## src/sctm_pkg.sv

```systemverilog
// sctm_pkg: shared constants and types of the synchronous dram command and timing block
// assumes a single pclk domain at 50 MHz; the apb slave and the memory pins share it
package sctm_pkg;

   // ----------------------------------------------------------------
   // clock and timing
   // ----------------------------------------------------------------
   localparam int CLK_PERIOD_NS = 20;        // pclk period
   localparam int MODE_GAP_CYC = 2;          // cycles from mode load to next command
   localparam int RD_MASK_LAT = 2;           // read mask latency in cycles
   localparam int WR_MASK_LAT = 0;           // write mask latency in cycles
   localparam int TRAIL_CL3 = 2;             // words still driven after a cut, latency 3
   localparam int TRAIL_CL2 = 1;             // words still driven after a cut, latency 2

   // ----------------------------------------------------------------
   // apb register map
   // ----------------------------------------------------------------
   localparam logic [7:0] CTRL_OFF = 8'h00;  // read latency and burst length
   localparam logic [7:0] STAT_OFF = 8'h04;  // bank and power state
   localparam logic [7:0] ERR_OFF = 8'h08;   // sticky misuse flags, write one to clear
   localparam int CTRL_LAT_POS = 0;          // 1 = latency 3, 0 = latency 2
   localparam int CTRL_BL_POS = 1;           // three bit burst length code
   localparam logic [3:0] CTRL_RST = 4'h5;   // latency 3, burst of four
   localparam int STAT_PWR_POS = 4;          // power state field, three bits
   localparam int ERR_MODE_POS = 0;          // mode load with a bank open
   localparam int ERR_REF_POS = 1;           // refresh with a bank open
   localparam int ERR_GAP_POS = 2;           // command inside the mode load gap

   // burst length codes
   localparam logic [2:0] BL_1 = 3'h0;
   localparam logic [2:0] BL_2 = 3'h1;
   localparam logic [2:0] BL_4 = 3'h2;
   localparam logic [2:0] BL_8 = 3'h3;
   localparam logic [2:0] BL_PAGE = 3'h7;

   // ----------------------------------------------------------------
   // types
   // ----------------------------------------------------------------
   typedef enum logic [7:0] {
      CMD_NOP = 8'h01, CMD_MODE = 8'h02, CMD_ACT = 8'h04, CMD_READ = 8'h08,
      CMD_WRITE = 8'h10, CMD_STOP = 8'h20, CMD_PRE = 8'h40, CMD_REF = 8'h80
   } sctm_cmd_t;

   typedef enum logic [2:0] {
      PWR_RUN = 3'h1, PWR_SUSPEND = 3'h2, PWR_DOWN = 3'h4
   } sctm_pwr_t;

endpackage : sctm_pkg

```

## src/sctm_core.sv

```systemverilog
// sctm_core: command decode, bank state, burst engine and data masking of a four bank
// synchronous dram, with an apb slave for latency, burst length and status.
// assumes all pins synchronous to pclk; the host keeps its own command spacing.
`timescale 1ns/1ps
module sctm_core #(
   parameter int COL_W = 8,         // column address width
   parameter int MEM_DEPTH = 16,    // words of storage held in flip-flops
   parameter int DATA_W = 16        // data pin width
) (
   input wire logic pclk,
   input wire logic presetn,
   input wire logic clk_en,
   // apb slave
   input wire logic psel,
   input wire logic penable,
   input wire logic pwrite,
   input wire logic [7:0] paddr,
   input wire logic [31:0] pwdata,
   output logic [31:0] prdata,
   output logic pready,
   output logic pslverr,
   // memory command pins
   input wire logic device_select_n,
   input wire logic row_strobe_n,
   input wire logic column_strobe_n,
   input wire logic write_strobe_n,
   input wire logic clock_gate,
   input wire logic data_mask,
   input wire logic [1:0] memory_group_select,
   input wire logic precharge_all_flag,
   input wire logic [COL_W-1:0] address,
   // data pins
   input wire logic [DATA_W-1:0] dq_in,
   output logic [DATA_W-1:0] dq_out,
   output logic dq_oe,
   // state
   output logic [3:0] bank_open,
   output logic [2:0] power_state
);

   localparam int IDX_W = $clog2(MEM_DEPTH);

   // ----------------------------------------------------------------
   // functions
   // ----------------------------------------------------------------
   // strobe pattern to command
   function automatic sctm_pkg::sctm_cmd_t cmd_decode(input logic ras_n, input logic cas_n,
                                                      input logic we_n);
      unique case ({ras_n, cas_n, we_n})
         3'h0: cmd_decode = sctm_pkg::CMD_MODE;
         3'h3: cmd_decode = sctm_pkg::CMD_ACT;
         3'h5: cmd_decode = sctm_pkg::CMD_READ;
         3'h4: cmd_decode = sctm_pkg::CMD_WRITE;
         3'h6: cmd_decode = sctm_pkg::CMD_STOP;
         3'h2: cmd_decode = sctm_pkg::CMD_PRE;
         3'h1: cmd_decode = sctm_pkg::CMD_REF;
         3'h7: cmd_decode = sctm_pkg::CMD_NOP;
      endcase
   endfunction : cmd_decode

   // select bits to bank index: bit0 weighs two, bit1 weighs one
   function automatic logic [1:0] bank_index(input logic [1:0] sel);
      bank_index = {sel[0], sel[1]};
   endfunction : bank_index

   // burst length code to remaining words after the first
   function automatic logic [8:0] burst_rest(input logic [2:0] code);
      unique case (code)
         sctm_pkg::BL_2: burst_rest = 9'h001;
         sctm_pkg::BL_4: burst_rest = 9'h003;
         sctm_pkg::BL_8: burst_rest = 9'h007;
         sctm_pkg::BL_PAGE: burst_rest = 9'h1FF;
         default: burst_rest = 9'h000;
      endcase
   endfunction : burst_rest

   // ----------------------------------------------------------------
   // registers and nets
   // ----------------------------------------------------------------
   logic [3:0] ctrl_r;                    // latency select and burst length code
   logic [2:0] err_r;                     // sticky misuse flags
   logic cke_prev_r;                      // clock gate seen at the previous edge
   logic [1:0] mode_gap_r;                // blocks commands after a mode load
   logic [3:0] bank_open_r;               // one bit per open bank
   sctm_pkg::sctm_pwr_t pwr_r;            // run, suspend or power-down
   logic [8:0] bst_left_r;                // words left in the running burst
   logic [COL_W-1:0] bst_col_r;           // next column of the burst
   logic bst_write_r;                     // burst direction
   logic bst_ap_r;                        // auto-precharge at burst end
   logic [1:0] bst_bank_r;                // bank of the burst
   logic [DATA_W-1:0] mem_r [MEM_DEPTH];  // data storage
   logic [1:0] rd_v_r;                    // read pipe valid stages
   logic [DATA_W-1:0] rd_d_r [2];         // read pipe data stages
   logic dqm_d1_r;                        // mask delayed one cycle
   logic [DATA_W-1:0] dq_out_r;
   logic dq_oe_r;
   logic [31:0] prdata_r;
   logic pready_r;
   logic pslverr_r;

   sctm_pkg::sctm_cmd_t cmd;              // decoded command
   logic cmd_live;                        // device selected and clock gate was high
   logic cmd_ok;                          // command acted upon
   logic is_mode, is_act, is_rd, is_wr, is_stop, is_pre, is_ref;
   logic [1:0] bank;                      // addressed bank
   logic pre_hits;                        // precharge reaches the burst bank
   logic bst_on;                          // burst advancing this cycle
   logic term;                            // burst cut this cycle
   logic rd_req;                          // a read word is fetched this cycle
   logic wr_take;                         // a write word is taken this cycle
   logic [COL_W-1:0] col_now;             // column used this cycle
   logic [IDX_W-1:0] col_idx;             // storage index of that column
   logic cl3;                             // latency three selected
   logic bst_last;                        // final word of a non-page burst
   logic apb_setup;                       // apb setup phase
   logic [31:0] rd_mux;                   // apb read value

   // ----------------------------------------------------------------
   // command decode
   // ----------------------------------------------------------------
   // a deselected device or a held clock gate yields no command
   always_comb begin
      cmd = cmd_decode(row_strobe_n, column_strobe_n, write_strobe_n);
      cmd_live = cke_prev_r && !device_select_n;
      cmd_ok = cmd_live && (mode_gap_r == 2'h0);
      is_mode = cmd_ok && (cmd == sctm_pkg::CMD_MODE);
      is_act = cmd_ok && (cmd == sctm_pkg::CMD_ACT);
      is_rd = cmd_ok && (cmd == sctm_pkg::CMD_READ);
      is_wr = cmd_ok && (cmd == sctm_pkg::CMD_WRITE);
      is_stop = cmd_ok && (cmd == sctm_pkg::CMD_STOP);
      is_pre = cmd_ok && (cmd == sctm_pkg::CMD_PRE);
      is_ref = cmd_ok && (cmd == sctm_pkg::CMD_REF);
      bank = bank_index(memory_group_select);
      cl3 = ctrl_r[sctm_pkg::CTRL_LAT_POS];
   end

   // burst control: stop, precharge of its bank, or a new column command cuts it
   always_comb begin
      pre_hits = is_pre && (precharge_all_flag || (bank == bst_bank_r));
      bst_on = cke_prev_r && (bst_left_r != 9'h000);
      term = is_stop || pre_hits || is_rd || is_wr;
      rd_req = is_rd || (bst_on && !bst_write_r && !term);
      wr_take = is_wr || (bst_on && bst_write_r && !term);
      col_now = (is_rd || is_wr) ? address : bst_col_r;
      col_idx = col_now[IDX_W-1:0];
      bst_last = (bst_left_r == 9'h001) &&
                 (ctrl_r[sctm_pkg::CTRL_BL_POS +: 3] != sctm_pkg::BL_PAGE);
   end

   // ----------------------------------------------------------------
   // clock gate and power state
   // ----------------------------------------------------------------
   // previous clock gate, used to qualify commands and freeze bursts
   always_ff @(posedge pclk or negedge presetn) begin
      if (!presetn) begin
         cke_prev_r <= 1'b1;
      end else if (clk_en) begin
         cke_prev_r <= clock_gate;
      end
   end

   // falling gate enters suspend or power-down, rising gate leaves it
   always_ff @(posedge pclk or negedge presetn) begin
      if (!presetn) begin
         pwr_r <= sctm_pkg::PWR_RUN;
      end else if (clk_en) begin
         if (cke_prev_r && !clock_gate) begin
            pwr_r <= (bank_open_r != 4'h0) ? sctm_pkg::PWR_SUSPEND : sctm_pkg::PWR_DOWN;
         end else if (!cke_prev_r && clock_gate) begin
            pwr_r <= sctm_pkg::PWR_RUN;
         end
      end
   end

   // mode load gap: the next command is taken two edges after the mode load
   always_ff @(posedge pclk or negedge presetn) begin
      if (!presetn) begin
         mode_gap_r <= 2'h0;
      end else if (clk_en) begin
         if (is_mode) begin
            mode_gap_r <= 2'(sctm_pkg::MODE_GAP_CYC - 1);
         end else if (mode_gap_r != 2'h0) begin
            mode_gap_r <= mode_gap_r - 2'h1;
         end
      end
   end

   // ----------------------------------------------------------------
   // bank state
   // ----------------------------------------------------------------
   // activate opens, precharge and auto-precharge close, refresh leaves all idle
   always_ff @(posedge pclk or negedge presetn) begin
      if (!presetn) begin
         bank_open_r <= 4'h0;
      end else if (clk_en) begin
         if (is_ref) begin
            bank_open_r <= 4'h0;
         end else if (is_pre && precharge_all_flag) begin
            bank_open_r <= 4'h0;
         end else begin
            if (bst_on && bst_ap_r && bst_last && !term) begin
               bank_open_r[bst_bank_r] <= 1'b0;
            end
            if ((is_rd || is_wr) && precharge_all_flag &&
                burst_rest(ctrl_r[sctm_pkg::CTRL_BL_POS +: 3]) == 9'h000) begin
               bank_open_r[bank] <= 1'b0;                               // single word auto-precharge
            end
            if (is_pre) begin
               bank_open_r[bank] <= 1'b0;
            end
            if (is_act) begin
               bank_open_r[bank] <= 1'b1;
            end
         end
      end
   end

   // ----------------------------------------------------------------
   // burst engine
   // ----------------------------------------------------------------
   // loads on a column command, steps each running cycle, frozen while gated
   always_ff @(posedge pclk or negedge presetn) begin
      if (!presetn) begin
         bst_left_r <= 9'h000;
         bst_col_r <= '0;
         bst_write_r <= 1'b0;
         bst_ap_r <= 1'b0;
         bst_bank_r <= 2'h0;
      end else if (clk_en) begin
         if (is_rd || is_wr) begin
            bst_left_r <= burst_rest(ctrl_r[sctm_pkg::CTRL_BL_POS +: 3]);
            bst_col_r <= address + COL_W'(1);
            bst_write_r <= is_wr;
            bst_ap_r <= precharge_all_flag;
            bst_bank_r <= bank;
         end else if (term) begin
            bst_left_r <= 9'h000;
         end else if (bst_on) begin
            if (ctrl_r[sctm_pkg::CTRL_BL_POS +: 3] != sctm_pkg::BL_PAGE) begin
               bst_left_r <= bst_left_r - 9'h001;
            end
            bst_col_r <= bst_col_r + COL_W'(1);
         end
      end
   end

   // write storage: a mask high at the edge blocks that word
   always_ff @(posedge pclk) begin
      if (clk_en && wr_take && !data_mask) begin
         mem_r[col_idx] <= dq_in;
      end
   end

   // ----------------------------------------------------------------
   // read pipe and output
   // ----------------------------------------------------------------
   // words fetched before a cut stay in the pipe and still leave
   always_ff @(posedge pclk or negedge presetn) begin
      if (!presetn) begin
         rd_v_r <= 2'h0;
         rd_d_r[0] <= '0;
         rd_d_r[1] <= '0;
      end else if (clk_en) begin
         rd_v_r <= {rd_v_r[0], rd_req};
         rd_d_r[0] <= mem_r[col_idx];
         rd_d_r[1] <= rd_d_r[0];
      end
   end

   // mask delayed so that it blanks the word two cycles after it is sampled
   always_ff @(posedge pclk or negedge presetn) begin
      if (!presetn) begin
         dqm_d1_r <= 1'b0;
      end else if (clk_en) begin
         dqm_d1_r <= data_mask;
      end
   end

   // output stage: latency three takes the later pipe stage
   always_ff @(posedge pclk or negedge presetn) begin
      if (!presetn) begin
         dq_out_r <= '0;
         dq_oe_r <= 1'b0;
      end else if (clk_en) begin
         dq_out_r <= cl3 ? rd_d_r[1] : rd_d_r[0];
         dq_oe_r <= (cl3 ? rd_v_r[1] : rd_v_r[0]) && !dqm_d1_r;
      end
   end

   // ----------------------------------------------------------------
   // apb slave
   // ----------------------------------------------------------------
   always_comb begin
      apb_setup = psel && !penable && !pready_r;
      unique case (paddr)
         sctm_pkg::CTRL_OFF: rd_mux = {28'h0, ctrl_r};
         sctm_pkg::STAT_OFF: rd_mux = {25'h0, pwr_r, bank_open_r};
         sctm_pkg::ERR_OFF: rd_mux = {29'h0, err_r};
         default: rd_mux = 32'h0;
      endcase
   end

   // zero wait states: answer is ready during the access phase
   always_ff @(posedge pclk or negedge presetn) begin
      if (!presetn) begin
         pready_r <= 1'b0;
         pslverr_r <= 1'b0;
         prdata_r <= 32'h0;
      end else if (clk_en) begin
         pready_r <= apb_setup;
         pslverr_r <= apb_setup && (paddr != sctm_pkg::CTRL_OFF) &&
                      (paddr != sctm_pkg::STAT_OFF) && (paddr != sctm_pkg::ERR_OFF);
         if (apb_setup && !pwrite) begin
            prdata_r <= rd_mux;
         end
      end
   end

   // control register write
   always_ff @(posedge pclk or negedge presetn) begin
      if (!presetn) begin
         ctrl_r <= sctm_pkg::CTRL_RST;
      end else if (clk_en && psel && penable && pready_r && pwrite &&
                   paddr == sctm_pkg::CTRL_OFF) begin
         ctrl_r <= pwdata[3:0];
      end
   end

   // misuse flags: a new event wins over a clear in the same cycle
   always_ff @(posedge pclk or negedge presetn) begin
      if (!presetn) begin
         err_r <= 3'h0;
      end else if (clk_en) begin
         err_r <= (err_r & ~((psel && penable && pready_r && pwrite &&
                              paddr == sctm_pkg::ERR_OFF) ? pwdata[2:0] : 3'h0)) |
                  {cmd_live && (mode_gap_r != 2'h0) && (cmd != sctm_pkg::CMD_NOP),
                   is_ref && (bank_open_r != 4'h0),
                   is_mode && (bank_open_r != 4'h0)};
      end
   end

   assign prdata = prdata_r;
   assign pready = pready_r;
   assign pslverr = pslverr_r;
   assign dq_out = dq_out_r;
   assign dq_oe = dq_oe_r;
   assign bank_open = bank_open_r;
   assign power_state = pwr_r;

   // ----------------------------------------------------------------
   // checks
   // ----------------------------------------------------------------
   mode_gap_a: assert property (@(posedge pclk) disable iff (!presetn)
      is_mode && clk_en |=> !cmd_ok) else $error("command taken inside mode gap");
   refresh_idle_a: assert property (@(posedge pclk) disable iff (!presetn)
      is_ref && clk_en |=> bank_open_r == 4'h0) else $error("refresh left a bank open");
   bank_map_a: assert property (@(posedge pclk) disable iff (!presetn)
      is_act && clk_en && !is_ref |=> bank_open_r[{$past(memory_group_select[0]),
      $past(memory_group_select[1])}]) else $error("activate opened wrong bank");
   pre_all_a: assert property (@(posedge pclk) disable iff (!presetn)
      is_pre && precharge_all_flag && clk_en |=> bank_open_r == 4'h0)
      else $error("precharge all left a bank open");
   stop_burst_a: assert property (@(posedge pclk) disable iff (!presetn)
      is_stop && clk_en |=> bst_left_r == 9'h000) else $error("burst stop ignored");
   wr_mask_a: assert property (@(posedge pclk) disable iff (!presetn)
      wr_take && data_mask && clk_en |=> mem_r[$past(col_idx)] == $past(mem_r[col_idx]))
      else $error("masked write word stored");
   rd_mask_a: assert property (@(posedge pclk) disable iff (!presetn)
      data_mask && clk_en ##1 clk_en |=> !dq_oe_r) else $error("masked read word driven");
   trail_cl3_a: assert property (@(posedge pclk) disable iff (!presetn)
      (rd_req && cl3 && clk_en) ##1 (clk_en && !data_mask) ##1 (clk_en && !data_mask)
      |=> dq_oe_r) else $error("fetched read word not driven");
   deselect_a: assert property (@(posedge pclk) disable iff (!presetn)
      device_select_n && clk_en && !bst_on |=> $stable(bank_open_r))
      else $error("deselected command acted on");
   suspend_a: assert property (@(posedge pclk) disable iff (!presetn)
      cke_prev_r && !clock_gate && clk_en && bank_open_r != 4'h0
      |=> pwr_r == sctm_pkg::PWR_SUSPEND) else $error("suspend not entered");

endmodule : sctm_core

```

## config.mk

```make
export PLATFORM = sky130hd
export DESIGN_NAME = sctm_core
export DESIGN_NICKNAME = d
export VERILOG_FILES = /design/src/sctm_pkg.sv /design/src/sctm_core.sv
export SDC_FILE = /design/constraint.sdc
export NUM_CORES = 1
export LEC_CHECK = 0
export ABC_AREA = 1
export BUFFER_PORTS_ARGS = -buffer_cell sky130_fd_sc_hd__buf_4
export CAP_MARGIN = 10
export CORE_MARGIN = 3
export CORE_UTILIZATION = 60
export CTS_CLUSTER_SIZE = 8
export DETAILED_ROUTE_END_ITERATION = 12
export GPL_ROUTABILITY_DRIVEN = 0
export GPL_TIMING_DRIVEN = 0
export PLACE_DENSITY_LB_ADDON = 0.2
export SETUP_SLACK_MARGIN = 0.2
export SLEW_MARGIN = 20
export SYNTH_ARGS = -nofsm -noshare
export SYNTH_HDL_FRONTEND = slang
export SYNTH_SLANG_ARGS = --single-unit
```

## constraint.sdc

```tcl
create_clock -name pclk -period 10.2 [get_ports pclk]
set_input_delay 1.02 -clock pclk [delete_from_list [all_inputs] [get_ports pclk]]
set_output_delay 1.02 -clock pclk [all_outputs]
set_load 0.02 [all_outputs]
```

Yosys cells after proc, flatten, opt, wreduce, memory -nomap -nowiden
Memories as Yosys holds them, arrays and structs flattened. A register that Yosys moved wholly into a read port is not among the register bits.
Index checks and enable logic that the tools add are counted.
{"block": "totals", "ff_bits": 108, "mem_bits_rw": 256, "inputBits": 79, "wordCells": 184, "rom_bits": 64, "mem_count": 2}
{"name": "mem_r", "words": 16, "width": 16, "rd": 1, "rd_clocked_by_memory_dff": 1, "wr": 1, "line": "sctm_core.sv:91", "rtl": "logic [DATA_W-1:0] mem_r [MEM_DEPTH];"}
{"name": "(name not given)", "words": 8, "width": 8, "rd": 1, "rd_clocked_by_memory_dff": 0, "wr": 0, "line": "sctm_core.sv:49", "rtl": "unique case ({ras_n, cas_n, we_n})"}
{"block": "classes", "n_reduce_logical": 84, "n_mux": 42, "magnitude_cmp": 4, "n_addsub": 4, "n_eq_ne": 20, "n_bitwise": 9}
{"op": "$mux W4", "count": 16}
{"op": "$mux W9", "count": 7}
{"op": "$logic_and A1 B1 Y1", "count": 48}
{"op": "$pmux W9 S4", "count": 1}
{"op": "$mux W8", "count": 3}
{"op": "$pmux W7 S3", "count": 1}
{"op": "$add A8 B1 Y8 const B", "count": 2}
{"op": "$eq A8 B3 Y1 const B", "count": 2}
{"op": "$eq A8 B4 Y1 const B", "count": 2}
{"op": "$mux W16", "count": 1}
{"op": "$and A4 B4 Y4", "count": 3}
{"op": "$mux W3", "count": 4}
{"op": "$logic_not A1 Y1", "count": 11}
{"op": "$eq A9 B1 Y1 const B", "count": 1}
{"op": "$logic_not A9 Y1", "count": 1}
{"op": "$reduce_bool A9 Y1", "count": 1}
{"op": "$sub A9 B1 Y9 const B", "count": 1}
{"op": "$eq A8 B2 Y1 const B", "count": 1}
{"op": "$eq A8 B5 Y1 const B", "count": 1}
{"op": "$eq A8 B6 Y1 const B", "count": 1}
{"op": "$eq A8 B7 Y1 const B", "count": 1}
{"op": "$eq A8 B8 Y1 const B", "count": 1}
{"op": "$logic_not A8 Y1", "count": 1}
{"op": "$ne A8 B1 Y1 const B", "count": 1}
{"op": "other kinds (27)", "count": 51}

Logic depth before layout (Yosys ltp)
Gate-level depths: netlist of the first run.
{"block": "depth", "word_depth": 28, "depth_mapped": 17, "depth_no_buf": 15}

Least setup slack after synthesis of the first run
No wires, ideal clock.
{"block": "synth_timing", "path_type": "input port to flip-flop", "startpoint": "input device_select_n", "endpoint": "memory mem_r[11][0], enable pin", "setup_slack_ps": 6301, "arrival_time_ps": 3489, "n_path_buf": 3, "required_ps": 9791, "setup_time_ps": 409, "cell_stages": 13, "cell_sequence": "inv_1 nand2_1 nor2_4 nand2_2 nand2_4 buf_8 nand2_1 nand2_1 buf_4 buf_4 ha_1 inv_1 nor3_1"}
{"block": "synth_via", "elab_chain_cells": 15}
{"item": "start, declared", "line": "sctm_core.sv:23", "rtl": "input wire logic device_select_n,"}
{"item": "$logic_not A1 Y1 (*)", "line": "sctm_core.sv:124", "rtl": "cmd_live = cke_prev_r && !device_select_n;"}
{"item": "$logic_and A1 B1 Y1 (*)", "line": "sctm_core.sv:124"}
{"item": "$logic_and A1 B1 Y1 (*)", "line": "sctm_core.sv:125", "rtl": "cmd_ok = cmd_live && (mode_gap_r == 2'h0);"}
{"item": "$logic_and A1 B1 Y1", "line": "sctm_core.sv:131", "rtl": "is_pre = cmd_ok && (cmd == sctm_pkg::CMD_PRE);"}
{"item": "$logic_and A1 B1 Y1", "line": "sctm_core.sv:139", "rtl": "pre_hits = is_pre && (precharge_all_flag || (bank == bst_bank_r));"}
{"item": "$logic_or A1 B1 Y1 (3 in series)", "line": "sctm_core.sv:141", "rtl": "term = is_stop || pre_hits || is_rd || is_wr;"}
{"item": "$logic_not A1 Y1", "line": "sctm_core.sv:143", "rtl": "wr_take = is_wr || (bst_on && bst_write_r && !term);"}
{"item": "$logic_and A1 B1 Y1", "line": "sctm_core.sv:143"}
{"item": "$logic_or A1 B1 Y1", "line": "sctm_core.sv:143"}
{"item": "$logic_and A1 B1 Y1 (2 in series)", "line": "sctm_core.sv:249", "rtl": "if (clk_en && wr_take && !data_mask) begin"}
{"item": "$mux W1", "line": "sctm_core.sv:249"}
{"item": "$mux W1 (implied by the code)", "line": "sctm_core.sv:250", "rtl": "mem_r[col_idx] <= dq_in;"}
{"item": "end, declared", "line": "sctm_core.sv:91"}
Mark *: on every way between the ends. The rest lies on a longest branch, timed or not.

Worst setup path after layout of the first run
{"block": "layout_timing", "startpoint": "input device_select_n", "endpoint": "memory mem_r[15][3], enable pin"}
Same word-level chain as after synthesis.

==> results of run 1 <==
[routing by layer]
| layer | share of wire [%] | GRT usage (%) |
|---|---|---|
| met5 | 0 | 0 |
| met3 | 10 | 5.218 |
| met1 | 38 | 38.56 |
| met4 | 5.3 | 13.87 |
| met2 | 47 | 48.40 |
[tightest hold or removal path, cell delays in order, from the launching register on]
cell and delay [ns]:
dfrtp_1 0.34, nand2_1 0.05, nand2_1 0.04
[synthesized netlist by cell type (21+ instances only)]
| cell type | n |
|---|---|
| nand2_1 | 469 |
| edfxtp_1 | 256 |
| nand3_1 | 226 |
| inv_1 | 212 |
| nor2_1 | 92 |
| dfrtp_1 | 91 |
| o21ai_0 | 73 |
| buf_4 | 37 |
| nand3b_1 | 33 |
| clkbuf_1 | 32 |
| buf_2 | 22 |
| nor3_1 | 21 |
[worst min path at each step]
stage,endpoint,cells past startpoint,startpoint
4_1_cts,rd_d_r[10],2,rd_d_r[10]
3_5_place_dp,rd_d_r[10],2,rd_d_r[10]
3_3_place_gp,rd_d_r[12],2,rd_d_r[12]
2_1_floorplan,rd_d_r[0],2,rd_d_r[0]
6_report,rd_d_r[10],2,rd_d_r[10]
5_1_grt,rd_d_r[0],2,rd_d_r[0]
[cell families after synthesis]
logic type      Yosys count  share of synthesized area [%]
compound gates          100                          3.488
xor+xnor                  7                         0.3832
fa+ha+maj                 9                         0.7039
buf+inv                 320                          8.744
flops                   351                          62.94
mux                       1                        0.07038
other cells               1                        0.02344
simple gates            862                          23.64
[power breakdown]
part	internal (µW)	switching, µW	total, µW
clock network	874	555	1430
logic	466	1070	1540
registers	1660	88.0	1750
[per-stage QoR]
stage	total power, µW	worst slack, ns	area [µm²]
3_5_place_dp	3252	5.952	17400
6_report	4719	6.401	18720
4_1_cts	4682	6.457	18720
3_3_place_gp	3191	4.653	17090
2_1_floorplan	2710	6.301	16090
5_1_grt	4935	6.290	18720
[area by class of cell]
cell class	count	area share, %
sequential	351	53.79
multi-input combinational	1004	25.10
clock buffer	65	6.984
inverter	223	4.498
timing repair buffer	106	4.331
buffer	97	2.974
tap	335	2.239
clock inverter	1	0.08688
[registers in the layout (all words and copies together) (netlist names), 4 cells and up]
name        flops
bank_open       4
bst_col_r       4
bst_left_r      9
ctrl_r          4
dq_out         16
mem_r         256
prdata          7
rd_d_r         32
==> flow_metrics.py, run 1 <==
metrics = {
    "synth": {
        "ys.flop_type": "edfxtp_1",
        "netlist_instances": 1651,
        "synthTopCellsByArea": "edfxtp_1 48%, dfrtp_1 14%, nand2_1 11%",
        "yosysTopAreaCell": "edfxtp_1",
        "synth_area_mm2": 0.01600,
        "synth.top_cell.area_share_pct": 48.05,
        "synth_cell_types": 44,
        "synth_seq_cells": 351,
        "synthArstFlopShare_pct": 27.07,
        "yosys_warnings": 0,
        "synth-edff-count": 256,
        "avgSynthCellArea_um2": 9.690,
        "ys_seq_area_share_pct": 62.94,
    },
    "die": {
        "die_h_um": 169.3,
        "pin_count": 137,
        "die_x_um": 169.3,
        "design.die.area_mm2": 0.02866,
        "core-area_mm2": 0.02613,
        "row_count": 59,
        "initial_core_util_pct": 61.22,
    },
    "global_route": {
        "grt_max_degree": 96,
        "grt_pass1_wl_mm": 64.89,
        "grt_pass1_vias": 12100,
        "gr-total-overflow": 0,
        "globalRouteTotalUtil_pct": 29.45,
        "antenna_found_initial": 0,
    },
    "placement": {
        "port_buffers": 78,
        "hpwl_mm": 28.85,
        "placed_cells": 2116,
    },
    "run_status": {
        "status": "finished, final reports clean",
    },
    "final_layout": {
        "fin_cells": 2182,
        "drive_gt1_share_pct": 14.46,
        "mostFrequentLayoutCell": "nand2_1",
        "multi_input_area_mm2": 0.004700,
        "layout_common_cells": "469 x nand2_1, 256 x edfxtp_1, 226 x nand3_1",
        "ff_latch_area_mm2": 0.01007,
        "fin_nets": 1920,
        "antennaDiodeCount": 0,
        "fillers": 1863,
        "final_util_pct": 71.64,
        "syn_to_final_growth_pct": 17.03,
    },
    "timing": {
        "hold_ws_ns": 0.4721,
        "tns_ns": 0,
        "rsz0062_at_grt": "no",
        "finalSetupViolations": 0,
        "slew_headroom_pct": 44.23,
        "worst-slew-pin-transition_ns": 0.8366,
        "slew_viol_final": 0,
        "fin_crit_ns": 3.799,
        "max_freq_mhz": 263.3,
        "finalCritPeriodShare_pct": 37.24,
        "finClkSkew_ns": 0.02036,
        "hold_violations": 0,
    },
    "clocking": {
        "cts_buffer_depth": 3,
        "cts_max_level": 2,
        "insertion_delay_ns": 0.55,
        "postCtsSetupBuffers": 0,
        "clk_pin_slew_worst_paths_ns": 0.05,
        "numCtsBuffers": 49,
        "cts_hold_buf": 0,
        "cts_tree": "yes",
        "clock-sinks": 351,
        "clockRootBuffer": "clkbuf_16",
        "ctsResizeCount": 0,
    },
    "hold_path": {
        "hp-class": "register to register",
    },
    "power_and_ir_drop": {
        "p_per_area_mw_per_mm2": 252.1,
        "leakage_uw": 0.008341,
        "max-vdd-ir-drop_mv": 0.1765,
    },
    "worst_setup_path": {
        "path_cells": "buf_4 > inv_1 > nand2_1 > nor2_4 > nand2_2 > nand2_4 > inv_1 > nand2_1 > buf_2 > o21ai_0 > nand3b_1 > buf_2 > nor3_2 > buf_4 > buf_4",
        "worst-path-buf-inv": 7,
        "crit_path_start": "device_select_n",
        "worstSetupPathType": "primary input to register",
        "r2r_cells": 15,
        "worstPathMaxFanout": 10,
        "arrival_ns": 4.04,
        "regToRegStartpoint": "mode_gap_r[0]",
        "end_kind": "register",
        "cp.required_ns": 10.44,
        "crit_family": "simple AND/OR/NAND/NOR gates",
        "slowest_stage": "nor3_2",
        "r2r-end": "mem_r[15][3]",
        "max_stage_delay_ns": 0.56,
        "worst-r2r-setup-slack_ns": 6.46,
        "cp.depth": 15,
        "start_kind": "primary input",
        "path_common_cell": "buf_4",
        "crit_path_end": "mem_r[15][3]",
    },
    "route": {
        "wl_mm": 42.07,
        "wire_per_inst_um": 19.28,
        "drt-vias-per-instance": 5.627,
        "first_pass_iters": 5,
        "drc_errors": 0,
        "num_vias": 12280,
        "drtIter0Drc": 1674,
        "drt.antenna.violating_nets": 0,
    },
    "job": {
        "drv_cap": 0,
    },
}
(Power assumes the default switching activity.)
==> inputs of run 2 (changes only) <==
- ABC_AREA: 1 -> 0
- CORE_UTILIZATION: 60 -> 54
- clock period: 10.2 -> 3.4 ns (I/O delays scaled with it)
==> run 2 against run 1 <==
Effect of this change: die area grew 5.9%; largest cell class unchanged; largest power group unchanged; critical endpoint is now mem_r[6][0]; synthesized cell count shrank 32%; area after synthesis shrank 4.5%.
==> flow_metrics.py, run 2 <==
metrics = {
    "die": {
        "row_count": 60,
        "die_x_um": 174.2,
        "initial_core_util_pct": 55.78,
        "design.die.area_mm2": 0.03036,
        "die_h_um": 174.2,
        "core-area_mm2": 0.02740,
        "pin_count": 137,
    },
    "route": {
        "num_vias": 10550,
        "drt-vias-per-instance": 6.140,
        "drc_errors": 0,
        "drtIter0Drc": 1252,
        "drt.antenna.violating_nets": 0,
        "first_pass_iters": 5,
        "wire_per_inst_um": 23.46,
        "wl_mm": 40.31,
    },
    "run_status": {
        "status": "finished, final reports clean",
    },
    "worst_setup_path": {
        "end_kind": "register",
        "cp.required_ns": 3.65,
        "worstPathMaxFanout": 11,
        "arrival_ns": 3.39,
        "r2r-end": "mem_r[6][0]",
        "start_kind": "register",
        "worst-r2r-setup-slack_ns": 0.26,
        "worstSetupPathType": "register to register",
        "r2r_cells": 12,
        "regToRegStartpoint": "mode_gap_r[0]",
    },
    "final_layout": {
        "fin_nets": 1397,
        "layout_common_cells": "256 x edfxtp_1, 124 x buf_4, 91 x dfrtp_1",
        "top_register": "mem_r",
        "fillers": 1964,
        "syn_to_final_growth_pct": 21.40,
        "largest_register_ff_count": 256,
        "antennaDiodeCount": 0,
        "mostFrequentLayoutCell": "edfxtp_1",
        "drive_gt1_share_pct": 24.52,
    },
    "synth": {
        "ys_top_cells_by_count": "256 x edfxtp_1, 91 x dfrtp_1, 78 x mux2i_1",
        "synth.top_cell.area_share_pct": 50.30,
        "synth_area_mm2": 0.01528,
        "synthTopCellsByArea": "edfxtp_1 50%, dfrtp_1 15%, mux2i_1 5.1%",
        "synth_cell_types": 78,
        "synth.most_common_cell": "edfxtp_1",
        "synth-edff-count": 256,
        "ys.flop_type": "edfxtp_1",
        "ys_seq_area_share_pct": 65.89,
        "avgSynthCellArea_um2": 13.68,
        "synthArstFlopShare_pct": 27.07,
        "netlist_instances": 1117,
        "synth_seq_cells": 351,
        "yosysTopAreaCell": "edfxtp_1",
        "yosys_warnings": 0,
    },
    "timing": {
        "finalCritPeriodShare_pct": 92.40,
        "finalSetupViolations": 0,
        "rsz0062_at_grt": "yes",
        "hold_violations": 0,
        "max_freq_mhz": 318.3,
        "finClkSkew_ns": 0.02204,
        "hold_ws_ns": 0.02055,
        "fin_crit_ns": 3.142,
        "slew_headroom_pct": 27.59,
        "slew_viol_final": 0,
        "worst-slew-pin-transition_ns": 1.080,
    },
    "clocking": {
        "cts_tree": "yes",
        "insertion_delay_ns": 0.55,
        "clock-sinks": 351,
        "numCtsBuffers": 50,
        "clockRootBuffer": "clkbuf_16",
        "cts_buffer_depth": 3,
        "cts_max_level": 2,
        "clk_pin_slew_worst_paths_ns": 0.05,
    },
    "hold_path": {
        "hp-start": "clock_gate",
        "whs_endpoint": "cke_prev_r",
        "hp-class": "primary input to register",
        "worstHoldPathCells": 3,
    },
    "power_and_ir_drop": {
        "leakage_uw": 0.006923,
        "p_comb_share_pct": 25.9,
        "p_per_area_mw_per_mm2": 722.9,
        "intPower_uw": 9211,
        "p_sw_share_pct": 31.33,
        "p_clk_share_pct": 33.9,
        "p_sw_uw": 4203,
        "total_power_uw": 13410,
        "seqPwrFrac_pct": 40.2,
        "max-vdd-ir-drop_mv": 0.6029,
    },
    "placement": {
        "hpwl_mm": 25.98,
        "port_buffers": 74,
    },
    "global_route": {
        "gr-total-overflow": 0,
        "antenna_found_initial": 0,
        "globalRouteTotalUtil_pct": 26.20,
        "grt_max_degree": 96,
        "grt_pass1_wl_mm": 60.78,
        "grt_pass1_vias": 10250,
    },
    "job": {
        "drv_cap": 0,
    },
}
==> run 2: cell count changes after synthesis, sizes merged, moves of 18 or more <==
| cell | change |
|---|---|
| nand3 | -207 |
| and3 | +33 |
| o21ai | -25 |
| a21boi | +21 |
| mux2i | +78 |
| nand2 | -420 |
| mux2 | +45 |
| nand3b | -29 |
| buf | -18 |
| inv | -193 |
| a21oi | +45 |
| nor2 | -28 |
==> run 2: worst max-delay path, cell delays in order (launching register included) <==
cell      delay, ns
dfrtp_1        0.36
inv_1          0.05
ha_1           0.21
and3b_1        0.16
clkbuf_4       0.19
nand2_1        0.29
a21oi_4        0.14
inv_2          0.21
buf_2          0.32
ha_1           0.21
nand2_2        0.16
nor2_4         0.29
buf_8          0.21
==> run 2: area by class of cell <==
type / instances / area [µm²] / area share, %
well taps: 372 / 465.4 / 2.509
plain buffers: 85 / 480.5 / 2.590
flip-flops and latches: 351 / 10070 / 54.27
inverters: 27 / 103.9 / 0.5597
clock inverters: 3 / 37.54 / 0.2023
repair buffers: 116 / 999.7 / 5.388
clock buffers: 86 / 1408 / 7.587
multi-input cells: 678 / 4990 / 26.89
==> run 2: worst max path at each step <==
| stage | startpoint | endpoint | cells past startpoint |
|---|---|---|---|
| CTS | mode_gap_r[0] | mem_r[15][9] | 14 |
| floorplan | mode_gap_r[0] | mem_r[3][0] | 13 |
| finish | mode_gap_r[0] | mem_r[6][0] | 12 |
| global route | mode_gap_r[0] | rd_d_r[16] | 9 |
| global placement | mode_gap_r[0] | mem_r[3][12] | 13 |
| detailed placement | mode_gap_r[0] | mem_r[15][13] | 14 |
==> run 2: cell families (layout without fill, tap and decap cells) <==
logic type / count (synthesis) / after routing / share of synthesized area (%)
flip-flops: 351 / 351 / 65.89
AO/OA/AOI/OAI: 268 / 268 / 12.28
AND/OR/NAND/NOR: 242 / 242 / 7.802
multiplexers: 130 / 130 / 9.382
buffers and inverters: 112 / 317 / 3.651
adder cells (fa/ha/maj): 10 / 10 / 0.8023
XOR/XNOR: 3 / 3 / 0.1720
other: 1 / 25 / 0.02454
==> run 2: power by group through the flow <==
stage | clock, µW | combinational, µW | sequential, µW
final | 4540 | 3470 | 5400
after CTS | 4580 | 3370 | 5380
after global routing | 4790 | 3720 | 5450
after floorplan | 0 | 2100 | 5430
after global placement | 0 | 3160 | 5430
after detailed placement | 0 | 3260 | 5450
==> run 2: stage by stage <==
step	instance area [µm²]	worst slack [ns]	std cells	utilization, %	setup TNS [ns]
global route	18550	0.1947	1718	67.71	0
floorplan	15370	0.1935	1141	-	0
detailed placement	16640	-0.3719	1600	60.74	-46.78
finish	18550	0.2585	1718	67.71	0
global placement	16390	-1.177	1587	59.83	-253.01
CTS	18460	0.2208	1714	67.36	0
==> run 2: routing by layer <==
layer / GRT usage (%) / part of all wire (%)
met3: 6.859 / 11
met1: 35.30 / 39
met4: 9.048 / 4.2
met5: 0 / 0
met2: 41.68 / 46
==> run 2: what timing repair did <==
item                       in CTS  in global routing
hold buffers                    1                  0
setup endpoints to repair     268                248
pin swaps                      14                  2
hold endpoints to repair       91                  0
cloned                          0                  0
buffers inserted               24                  4
gates resized for setup        26                 23
==> inputs of run 3 (changes only) <==
- GPL_TIMING_DRIVEN: 0 -> default
==> run 3 against run 2 <==
Effect of this change: combinational power decreased by 8.9%; power decreased by 2.8%; sequential power about the same; critical path type unchanged; critical endpoint is now mem_r[7][15]; largest cell class unchanged; largest power group unchanged; highest routed layer unchanged.
==> flow_metrics.py, run 3 (synthesized netlist as in run 2, its figures left out) <==
metrics = {
    "power_and_ir_drop": {
        "leakage_uw": 0.006676,
        "max-vdd-ir-drop_mv": 0.4770,
        "p_per_area_mw_per_mm2": 728.6,
    },
    "placement": {
        "placed_area_mm2": 0.01646,
        "port_buffers": 79,
        "hpwl_mm": 23.39,
    },
    "final_layout": {
        "final_area_mm2": 0.01789,
        "layout_common_cells": "256 x edfxtp_1, 137 x buf_4, 91 x dfrtp_1",
        "final_util_pct": 65.28,
        "drive_gt1_share_pct": 21.06,
        "largest_register_ff_count": 256,
        "antennaDiodeCount": 0,
        "fin_nets": 1335,
        "syn_to_final_growth_pct": 17.04,
        "top_register": "mem_r",
        "mostFrequentLayoutCell": "edfxtp_1",
    },
    "worst_setup_path": {
        "worstSetupPathType": "register to register",
        "worstPathMaxFanout": 9,
        "path_cells": "inv_1 > ha_1 > a31oi_1 > o2111ai_1 > a21oi_1 > nand2_1 > nor2_1 > buf_4",
        "cp.required_ns": 3.62,
        "end_kind": "register",
        "r2r_cells": 8,
        "arrival_ns": 3.20,
        "max_stage_delay_ns": 0.49,
        "start_kind": "register",
        "slowest_stage": "a21oi_1",
    },
    "clocking": {
        "clk_pin_slew_worst_paths_ns": 0.05,
        "insertion_delay_ns": 0.55,
        "cts_tree": "yes",
        "numCtsBuffers": 49,
        "cts_buffer_depth": 3,
        "clock-sinks": 351,
        "postCtsSetupBuffers": 0,
        "cts_max_level": 2,
        "clockRootBuffer": "clkbuf_16",
    },
    "job": {
        "drv_cap": 0,
    },
    "global_route": {
        "grt_pass1_wl_mm": 56.12,
        "antenna_found_initial": 0,
        "grt_max_degree": 55,
        "globalRouteTotalUtil_pct": 23.88,
        "grt_pass1_vias": 9781,
        "gr-total-overflow": 0,
    },
    "die": {
        "die_x_um": 174.2,
        "design.die.area_mm2": 0.03036,
        "pin_count": 137,
        "core-area_mm2": 0.02740,
        "die_h_um": 174.2,
        "row_count": 60,
        "initial_core_util_pct": 55.78,
    },
    "timing": {
        "finalSetupViolations": 0,
        "fin_crit_ns": 2.979,
        "worst-slew-pin-transition_ns": 1.017,
        "slew_headroom_pct": 31.93,
        "tns_ns": 0,
        "hold_violations": 0,
        "finalCritPeriodShare_pct": 87.62,
        "rsz0062_at_grt": "no",
        "max_freq_mhz": 335.7,
        "finClkSkew_ns": 0.02048,
        "slew_viol_final": 0,
    },
    "route": {
        "drc_errors": 0,
        "first_pass_iters": 5,
        "drtIter0Drc": 999,
        "wl_mm": 36.30,
        "wire_per_inst_um": 21.94,
        "num_vias": 9961,
        "drt.antenna.violating_nets": 0,
        "drt-vias-per-instance": 6.022,
    },
    "run_status": {
        "status": "finished, final reports clean",
    },
    "hold_path": {
        "worstHoldPathCells": 3,
        "hp-class": "primary input to register",
    },
}
-- run 3: critical path, delay by kind of cell (launching register included) --
family                     cells  cell delay, ns
adders and majority gates      1            0.24
AOI/OAI and AO/OA              3            1.09
DFF                            1            0.42
buffers and inverters          2            0.40
and+or+nand+nor                2            0.50
-- run 3: worst paths after layout --
check | endpoint | startpoint | slack (ns)
worst max register to register | mem_r[7][15] | bst_left_r[0] | 0.42
worst min register to register | prdata[3] | prdata[3] | 0.48
worst min-delay path | cke_prev_r | clock_gate | 0.02
min in group asynchronous | ctrl_r[3] | presetn | 0.35
max in group asynchronous | power_state[0] | presetn | 2.31
worst max-delay path | mem_r[7][15] | bst_left_r[0] | 0.42
-- run 3: per-stage QoR --
step           total power [µW]  hold WS, ns  instances  setup slack (ns)
2_1_floorplan              7532      0.04441       1141            0.1935
3_3_place_gp               8550       0.3871       1567            0.6065
3_5_place_dp               8621       0.3924       1567            0.5272
4_1_cts                   13080     0.009204       1654            0.4778
5_1_grt                   13620      0.02621       1654            0.2369
6_report                  13030      0.02484       1654            0.4208
-- run 3: layer usage --
layer / GRT usage [%] / routed length [µm] / vias to the layer above / share of wire [%]
met5: 0 / 0 / - / 0
met4: 9.216 / 1295 / 0 / 3.6
met3: 4.893 / 3050 / 86 / 8.4
met2: 36.47 / 16520 / 443 / 46
met1: 34.04 / 15430 / 4925 / 43
li1: - / - / 4507 / -
-- run 3: report_power, final --
group / internal (µW) / switching (µW) / total, µW
Clock: 2730 / 1720 / 4440
Combinational: 1370 / 1790 / 3160
Sequential: 5020 / 405 / 5430
Total: 9120 / 3920 / 13000
-- run 3: what timing repair did --
item,4_1_cts,5_1_grt
hold endpoints to repair,38,0
hold buffers,1,0
resized for setup,0,0
-- run 3: area by class of cell --
type	count	area [µm²]
clock buffers	84	1379
clock inverters	2	36.28
fillers	2027	9513
flip-flops and latches	351	10070
inverters	27	103.9
repair buffers	140	1079
multi-input cells	678	4756
well taps	372	465.4
